## src/core/swc_map.vh

```
/*
 * Constants of the standby wakeup controller: timing, wake source counts and
 * field layouts.
 * Assumes inclusion by bare name from the controller source.
 */
`ifndef SWC_MAP_VH
`define SWC_MAP_VH

// ----------------------------------------------------------------------
// Timing
// ----------------------------------------------------------------------
`define SWC_CLK_PERIOD_PS   10000
`define SWC_EXIT_MAX_NS     60000
`define SWC_CORE_RST_CYC    16

// ----------------------------------------------------------------------
// Wake source counts
// ----------------------------------------------------------------------
`define SWC_EXTI_LINES      16
`define SWC_WAKE_PINS       3

// ----------------------------------------------------------------------
// Oscillator enable vector layout
// ----------------------------------------------------------------------
`define SWC_OSC_PLL         0
`define SWC_OSC_MSI         1
`define SWC_OSC_HSI         2
`define SWC_OSC_HSE         3
`define SWC_OSC_LSI         4
`define SWC_OSC_LSE         5
`define SWC_OSC_W           6
`define SWC_OSC_ALL_ON      6'h3F
`define SWC_OSC_RUN_ON      6'h0F

// ----------------------------------------------------------------------
// Standby wake event vector layout (with the clock in use)
// ----------------------------------------------------------------------
`define SWC_EV_ALARM_A      0
`define SWC_EV_ALARM_B      1
`define SWC_EV_TAMPER       2
`define SWC_EV_TSTAMP       3
`define SWC_EV_CLKWAKE      4
`define SWC_EV_W            5

`endif

```

## src/core/swc_ctrl.v

```verilog
/*
 * Standby wakeup controller: Run, Stop and Standby sequencing, wake source
 * selection, oscillator enables, core power and restart.
 * Assumes all wake sources arrive asynchronously and are synchronised here;
 * the low-power request comes from core logic on the same clock.
 */
`timescale 1ns/1ps
`default_nettype none
`include "swc_map.vh"

module swc_ctrl #(
	parameter EXTI_LINES = `SWC_EXTI_LINES,
	parameter WAKE_PINS  = `SWC_WAKE_PINS
) (
	// Clock and reset
	input  wire                  clk,
	input  wire                  rst_n,
	// Requests from the core, same clock
	input  wire                  stop_req,
	input  wire                  standby_req,
	// Retained configuration
	input  wire                  rtc_in_use,
	input  wire                  rtc_sel_lse,
	input  wire                  independent_watchdog_running,
	input  wire                  vref_on,
	// Asynchronous wake sources
	input  wire [EXTI_LINES-1:0] exti_line,
	input  wire                  supply_voltage_detector,
	input  wire                  comp1_event,
	input  wire                  comp2_event,
	input  wire                  usb_wakeup,
	input  wire [WAKE_PINS-1:0]  wake_pin,
	input  wire                  external_reset_pin_n,
	input  wire                  independent_watchdog_rst,
	input  wire [`SWC_EV_W-1:0]  rtc_event,
	// Power and clock controls
	output reg                   core_regulator_on,
	output reg                   core_reset_n,
	output reg  [`SWC_OSC_W-1:0] osc_enable,
	output reg                   retain_only,
	output reg                   in_stop,
	output reg                   in_standby,
	output reg                   standby_flag,
	output reg                   wake_event
);

	// ------------------------------------------------------------------
	// Derived timing
	// ------------------------------------------------------------------
	localparam integer EXIT_MAX_CYC = (`SWC_EXIT_MAX_NS * 1000) / `SWC_CLK_PERIOD_PS;
	localparam integer RST_CYC      = `SWC_CORE_RST_CYC;
	localparam integer RST_LAST_I   = RST_CYC - 1;
	// Counter compare width is five bits; the cut is deliberate
	localparam [4:0]   RST_LAST     = RST_LAST_I[4:0];

	// One-hot states
	localparam [3:0] ST_RUN   = 4'h1;
	localparam [3:0] ST_STOP  = 4'h2;
	localparam [3:0] ST_STBY  = 4'h4;
	localparam [3:0] ST_RESTR = 4'h8;

	// ------------------------------------------------------------------
	// Input synchronisers
	// ------------------------------------------------------------------
	localparam integer SYNC_W = EXTI_LINES + 4 + WAKE_PINS + 2 + `SWC_EV_W;
	wire [SYNC_W-1:0] async_in;
	reg  [SYNC_W-1:0] sync1_q;
	reg  [SYNC_W-1:0] sync2_q;
	assign async_in = {exti_line, supply_voltage_detector, comp1_event, comp2_event,
		usb_wakeup, wake_pin, ~external_reset_pin_n, independent_watchdog_rst, rtc_event};

	// Two stages; only stage two feeds logic
	always @(posedge clk or negedge rst_n) begin
		if (!rst_n) begin
			sync1_q <= {SYNC_W{1'b0}};
			sync2_q <= {SYNC_W{1'b0}};
		end else begin
			sync1_q <= async_in;
			sync2_q <= sync1_q;
		end
	end

	wire [`SWC_EV_W-1:0]  s_rtc  = sync2_q[`SWC_EV_W-1:0];
	wire                  s_independent_watchdog = sync2_q[`SWC_EV_W];
	wire                  s_external_reset_pin = sync2_q[`SWC_EV_W+1];
	wire [WAKE_PINS-1:0]  s_pin  = sync2_q[`SWC_EV_W+2 +: WAKE_PINS];
	wire [3:0]            s_misc = sync2_q[`SWC_EV_W+2+WAKE_PINS +: 4];
	wire [EXTI_LINES-1:0] s_exti = sync2_q[SYNC_W-1 -: EXTI_LINES];

	// Rising-edge detect on wake pins; the previous value is a stage-three flop
	reg  [WAKE_PINS-1:0] pin_prev_q;
	always @(posedge clk or negedge rst_n) begin
		if (!rst_n)
			pin_prev_q <= {WAKE_PINS{1'b0}};
		else
			pin_prev_q <= s_pin;
	end
	wire pin_rise = |(s_pin & ~pin_prev_q);

	// ------------------------------------------------------------------
	// Wake decisions
	// ------------------------------------------------------------------
	// Comparators only count when the reference is on
	wire usb_wake_s = s_misc[0];
	wire stop_wake = (|s_exti) | s_misc[3] | usb_wake_s
		| (vref_on & (s_misc[2] | s_misc[1]));
	wire stby_wake = s_external_reset_pin | pin_rise
		| (rtc_in_use & (s_independent_watchdog | (|s_rtc)));

	// Low-speed enables: the watchdog keeps its own internal source alive
	wire lsi_keep = independent_watchdog_running | (rtc_in_use & ~rtc_sel_lse);
	wire lse_keep = rtc_in_use & rtc_sel_lse;

	// ------------------------------------------------------------------
	// Sequencer
	// ------------------------------------------------------------------
	reg [3:0] state_q;
	reg [3:0] state_d;
	reg [4:0] rst_cnt_q;

	// Next-state decode; Standby wins over Stop when both are requested
	always @* begin
		state_d = state_q;
		case (state_q)
		ST_RUN: begin
			if (standby_req)
				state_d = ST_STBY;
			else if (stop_req)
				state_d = ST_STOP;
		end
		ST_STOP: begin
			if (stop_wake | s_external_reset_pin)
				state_d = ST_RUN;
		end
		ST_STBY: begin
			if (stby_wake)
				state_d = ST_RESTR;
		end
		ST_RESTR: begin
			if (rst_cnt_q == RST_LAST)
				state_d = ST_RUN;
		end
		default: state_d = ST_RUN;
		endcase
	end

	// State, restart counter and registered outputs
	always @(posedge clk or negedge rst_n) begin
		if (!rst_n) begin
			state_q           <= ST_RUN;
			rst_cnt_q         <= 5'h0_0;
			core_regulator_on <= 1'b1;
			core_reset_n      <= 1'b0;
			osc_enable        <= `SWC_OSC_RUN_ON;
			retain_only       <= 1'b0;
			in_stop           <= 1'b0;
			in_standby        <= 1'b0;
			standby_flag      <= 1'b0;
			wake_event        <= 1'b0;
		end else begin
			state_q    <= state_d;
			rst_cnt_q  <= (state_d == ST_RESTR && state_q == ST_RESTR)
				? rst_cnt_q + 5'h0_1 : 5'h0_0;
			in_stop    <= (state_d == ST_STOP);
			in_standby <= (state_d == ST_STBY);
			wake_event <= (state_q == ST_STOP && state_d == ST_RUN)
				| (state_q == ST_STBY && state_d == ST_RESTR);
			// Regulator off for the whole Standby stay, back on to restart
			core_regulator_on <= (state_d != ST_STBY);
			// Core held in reset in Standby and through the restart window
			core_reset_n <= (state_d == ST_RUN) | (state_d == ST_STOP);
			retain_only  <= (state_d == ST_STBY);
			// Retained flag survives the core restart until the next Stop
			if (state_d == ST_STBY)
				standby_flag <= 1'b1;
			else if (state_d == ST_STOP)
				standby_flag <= 1'b0;
			// High-speed sources off in Stop and Standby
			osc_enable[`SWC_OSC_PLL] <= (state_d == ST_RUN) | (state_d == ST_RESTR);
			osc_enable[`SWC_OSC_MSI] <= (state_d == ST_RUN) | (state_d == ST_RESTR);
			osc_enable[`SWC_OSC_HSI] <= (state_d == ST_RUN) | (state_d == ST_RESTR);
			osc_enable[`SWC_OSC_HSE] <= (state_d == ST_RUN) | (state_d == ST_RESTR);
			// Low-speed sources follow the clock and watchdog needs only
			osc_enable[`SWC_OSC_LSI] <= lsi_keep;
			osc_enable[`SWC_OSC_LSE] <= lse_keep;
		end
	end

	// Exit latency: 2 sync + 1 state + RST_CYC (edge detect adds no cycle), far below EXIT_MAX_CYC
	wire unused_ok = (EXIT_MAX_CYC > RST_CYC);

endmodule
`default_nettype wire

```

## config.mk

```make
export PLATFORM = sky130hd
export DESIGN_NAME = swc_ctrl
export DESIGN_NICKNAME = d
export VERILOG_FILES = /design/src/core/swc_ctrl.v
export VERILOG_INCLUDE_DIRS = /design/src /design/src/core
export SDC_FILE = /design/constraint.sdc
export NUM_CORES = 1
export LEC_CHECK = 0
export ABC_CLOCK_PERIOD_IN_PS = 1800
export BUFFER_PORTS_ARGS = -buffer_cell sky130_fd_sc_hd__buf_2
export CAP_MARGIN = 20
export CORE_MARGIN = 2
export CORE_UTILIZATION = 43
export CTS_CLUSTER_DIAMETER = 150
export DETAILED_ROUTE_END_ITERATION = 16
export PLACE_DENSITY_LB_ADDON = 0.2
export SLEW_MARGIN = 20
export SYNTH_ARGS = -nofsm -noshare
export SYNTH_HDL_FRONTEND = slang
export SYNTH_SLANG_ARGS = --single-unit
export TNS_END_PERCENT = 1
```

## constraint.sdc

```tcl
create_clock -name clk -period 1.8 [get_ports clk]
set_clock_uncertainty 0.1 [all_clocks]
set_input_delay 0.09 -clock clk [delete_from_list [all_inputs] [get_ports clk]]
set_output_delay 0.09 -clock clk [all_outputs]
set_load 0.02 [all_outputs]
```

# Word-level counts from Yosys, hierarchy flattened
# Cells that the tools add are included.
# word_totals
ff_bits	84
in_bits	38
output_inout_bits	13
elab_cells	59
# op_classes
add_sub_neg	1
n_eq_ne	10
mux	9
n_bitwise	20
n_reduce_logical	7
# op_table
operator	count
$mux W4	5
$pmux W4 S4	1
$reduce_or A16 Y1	1
$or A1 B1 Y1	12
$eq A4 B1 Y1 const B	2
$eq A4 B2 Y1 const B	2
$eq A4 B3 Y1 const B	2
$eq A4 B4 Y1 const B	2
$add A5 B1 Y5 const B	1
$eq A5 B4 Y1 const B	1
$mux W5	1
$reduce_or A5 Y1	1
$and A1 B1 Y1	4
$ne A4 B3 Y1 const B	1
$and A3 B3 Y3	1
$logic_and A1 B1 Y1	3
$not A3 Y3	1
$reduce_or A3 Y1	1
$mux W1	2
$not A1 Y1	2
$reduce_bool A2 Y1	1

# Longest topological paths before layout
# logic_depth
word_depth	10
depth_mapped	7
mapped_depth_nobuf	6

# Worst setup path before layout
# No wires, ideal clock.
# synth_timing
kind	register to register
start	reg rst_cnt_q[0]
end	reg osc_enable[3]
setup_ns	0.092
t_arrival_ns	1.744
required_ns	1.608
setup_slack_ns	-0.136
path_stages_with_launch	8
n_path_buf	1
period_less_slack_ns	1.936
path_cell_list	dfrtp_1 ha_1 and3_1 ha_1 or4b_1 buf_6 a2bb2oi_2 nand4b_1
# synth_via
elab_chain_cells	5
word_cells_on_any_way	6
classes_between	3 x eq/ne; 2 x mux; 1 x bitwise
# synth_lines
item	line_no	text
from (decl)	swc_ctrl.v:119	reg [4:0] rst_cnt_q;
from (signal assigned)	swc_ctrl.v:162	rst_cnt_q <= (state_d == ST_RESTR && state_q == ST_RESTR)
$eq A5 B4 Y1 *	swc_ctrl.v:140	if (rst_cnt_q == RST_LAST)
$mux W4 *	swc_ctrl.v:140	
$pmux W4 S4 *	swc_ctrl.v:124	case (state_q)
$eq A4 B1 Y1 or $eq A4 B4 Y1 (tied branches)	swc_ctrl.v:182	osc_enable[`SWC_OSC_HSE] <= (state_d == ST_RUN) | (state_d == ST_RESTR);
$or A1 B1 Y1 *	swc_ctrl.v:182	
to (signal, indexed assignment)	swc_ctrl.v:181	osc_enable[`SWC_OSC_HSI] <= (state_d == ST_RUN) | (state_d == ST_RESTR);
to (signal, indexed assignment)	swc_ctrl.v:182	
to (signal, indexed assignment)	swc_ctrl.v:184	osc_enable[`SWC_OSC_LSI] <= lsi_keep;
to (decl)	swc_ctrl.v:39	output reg [`SWC_OSC_W-1:0] osc_enable,
# Mark *: on every way between the ends. The rest lies on a longest branch, timed or not.
# A chain may end at the register's enable or synchronous reset.

# Final worst setup path
# Same ends and word-level chain as after synthesis.

==> impl_metrics.env <==
export IMPL_dieHeight_um=80.0
export IMPL_dp_cells=268
export IMPL_hold_violations=0
export IMPL_post_route_cells_drive_above_1_share_pct=35.6
export IMPL_fin_crit_ns=1.89
export IMPL_syn_area_per_cell_um2=17.2
export IMPL_synthesis_area_um2=2480
export IMPL_drv_slew=0
export IMPL_grt_pass1_vias=1591
export IMPL_rows=27
export IMPL_grt_max_degree=45
export IMPL_gr_total_overflow=0
export IMPL_final_cell_area_um2=3470
export IMPL_io_buffer_count=50
export IMPL_io_pins=51
export IMPL_synth_cells=144
export IMPL_startpoint_type="register"
export IMPL_worstPathArrival_ns=2.05
export IMPL_hpwlAfterDp_um=2550
export IMPL_firstDrtPassIters=4
export IMPL_via_per_inst=4.50
export IMPL_antenna_found_initial=0
export IMPL_drt_initial_drc_count=56
export IMPL_setup_viol_count_final=8
export IMPL_grt_pass1_wl_um=7110
export IMPL_routedWlPerCell_um=12.7
export IMPL_utilization_pct=62.6
export IMPL_place_gp_congestion=0.752
export IMPL_place_area_um2=2850
export IMPL_slew_headroom_pct=62.4
export IMPL_clk_pin_slew_worst_paths_ns=0.08
export IMPL_clk_path_buf_depth=2
export IMPL_dieArea_um2=6400
export IMPL_nNetsFinal=285
export IMPL_clk_latency_ns=0.34
export IMPL_worst_slack_ns=-0.0919
export IMPL_powerDensity_nw_per_um2=1230
export IMPL_worstSetupPathType="reg2reg"
export IMPL_required_ns=1.96
export IMPL_vdd_drop_max_mv=0.729
export IMPL_rsz0062_at_grt="yes"
export IMPL_r2r_start="rst_cnt_q[0]$_DFF_PN0_"
export IMPL_vias=1448
export IMPL_critPathLaunch="rst_cnt_q[0]$_DFF_PN0_"
export IMPL_maxCapViolations=0
export IMPL_violations="setup timing"
export IMPL_p_leak_nw=1.64
export IMPL_final_cells=322
export IMPL_drc_errors=0
export IMPL_end_kind="register"
export IMPL_cts_buffers=9
export IMPL_layout_common_cells="dfrtp_1 (78), buf_2 (49), dlygate4sd3_1 (37), clkbuf_8 (11), inv_1 (9)"
export IMPL_cts_tree="built"
export IMPL_fin_crit_sh_pct=105
export IMPL_status="finished, violations left"
export IMPL_start_util_pct=44.8
export IMPL_cts_root_buffer="clkbuf_8"
export IMPL_htree_levels=3
export IMPL_holdWs_ns=0.0383
export IMPL_ys_seq_area_share_pct=81.8
export IMPL_cts_sinks=81
export IMPL_wirelength_um=4090
export IMPL_antenna_left=0
export IMPL_yosysUniqueCellTypes=36
export IMPL_core_um2=5540
export IMPL_area_growth_pct=39.6
export IMPL_r2r_setup_slack_ns=-0.09
export IMPL_worstPathMaxFanout=5
export IMPL_final_common_cell="dfrtp_1"
export IMPL_worst_slew_pin_slew_ns=0.564
export IMPL_grt_util_all_layers_pct=15.3
export IMPL_synth_nets=184
export IMPL_chipWidth_um=80.0
export IMPL_ys_warn_count=0
export IMPL_min_delay_path_class="in2reg"
export IMPL_diodes=0
export IMPL_hp_start="rtc_in_use"
export IMPL_ys_seq_elements=81
export IMPL_fmax_mhz=529
-- metal layers --
metal / part of all wire (%) / wire, um / vias to the layer above / track usage [%]
met5: 0 / 0 / - / 0
met4: 0.88 / 36 / 0 / 6.78
met3: 5.4 / 220 / 4 / 6.11
met2: 56 / 2280 / 45 / 26.8
met1: 38 / 1560 / 723 / 16.0
li1: - / - / 676 / -
-- cell usage after synthesis, drive strengths merged --
cell	n	share of area [%]
xor2	2	0.71
o211ai	1	0.30
and2	2	0.50
or4b	1	0.40
nor4b	2	0.71
ha	2	1.0
or4	1	0.45
o31ai	1	0.86
nand4b	1	0.35
and2b	2	0.66
nor4	4	1.0
dfrtp	78	79
nor3	1	0.20
a21boi	1	0.30
nand3	3	0.60
or2	1	0.25
o32ai	2	0.71
o21ai	3	0.76
nand4	1	0.25
nand2	3	0.45
a32oi	1	0.35
o21bai	1	0.30
a2bb2oi	1	0.60
nor2	5	0.76
and3	1	0.25
nand2b	2	0.50
a2111oi	1	1.1
dfstp	3	3.2
a21o	1	0.30
inv	10	1.5
buf	5	1.7
xnor2	1	0.35
-- through the flow --
stage                     worst slack [ns]  TNS [ns]  total power, mW
after floorplan                     -0.109    -0.263             2.64
after global routing                -0.194     -1.08             4.47
after global placement             -0.0964    -0.543             2.81
final                              -0.0919    -0.363             4.25
after CTS                          -0.0926    -0.335             4.28
after detailed placement            -0.172     -1.11             2.85
-- kinds of logic after synthesis --
logic type | count (synthesis) | share of synthesized area, %
fa+ha+maj | 2 | 1.01
simple gates | 30 | 7.36
flops | 81 | 81.8
compound gates | 13 | 5.60
buf+inv | 15 | 3.18
xor+xnor | 3 | 1.06
-- power breakdown --
group | internal, mW | switching [mW]
logic | 0.334 | 0.429
clock network | 0.721 | 0.635
registers | 2.03 | 0.100
-- flip-flops by register name, indices dropped and copies added (netlist names) --
name               count
state_q                4
core_reset_n           1
in_stop                1
wake_event             1
in_standby             1
osc_enable             3
standby_flag           1
core_regulator_on      1
sync2_q               30
sync1_q               30
pin_prev_q             3
rst_cnt_q              5
-- worst max-delay path, cell delays in order (launching register included) --
cell and delay (ns):
dfrtp_1 0.39, ha_2 0.20, and3_4 0.15, ha_4 0.15, or4b_4 0.55, a2bb2oi_2 0.16
nand4b_1 0.11
-- final timing paths --
check / to / cells past startpoint
worst max-delay path: osc_enable[3]$_DFF_PN1_ / 6
worst min-delay path: core_regulator_on$_DFF_PN1_ / 3
max in group asynchronous: sync2_q[12]$_DFF_PN0_ / 3
worst max register to register: osc_enable[3]$_DFF_PN1_ / 6
worst min register to register: sync2_q[15]$_DFF_PN0_ / 0
min in group asynchronous: sync2_q[14]$_DFF_PN0_ / 2
-- what timing repair did --
action | CTS | global route
setup buffers | 1 | 0
gates cloned | 0 | 0
gates resized for setup | 4 | 1
pin swaps | 1 | 1
endpoints found under the setup margin | 9 | 10
hold buffers | 37 | 0
hold endpoints to repair | 82 | 0
-- final cells by class --
class / count / area (um^2)
multi-input combinational: 48 / 399
clock buffer: 11 / 151
inverter: 10 / 37.5
clock inverter: 5 / 61.3
fill: 414 / 2070
tap: 72 / 90.1
timing repair buffer: 95 / 696
sequential: 81 / 2030
No activity file was read; power rests on OpenSTA's default activity.
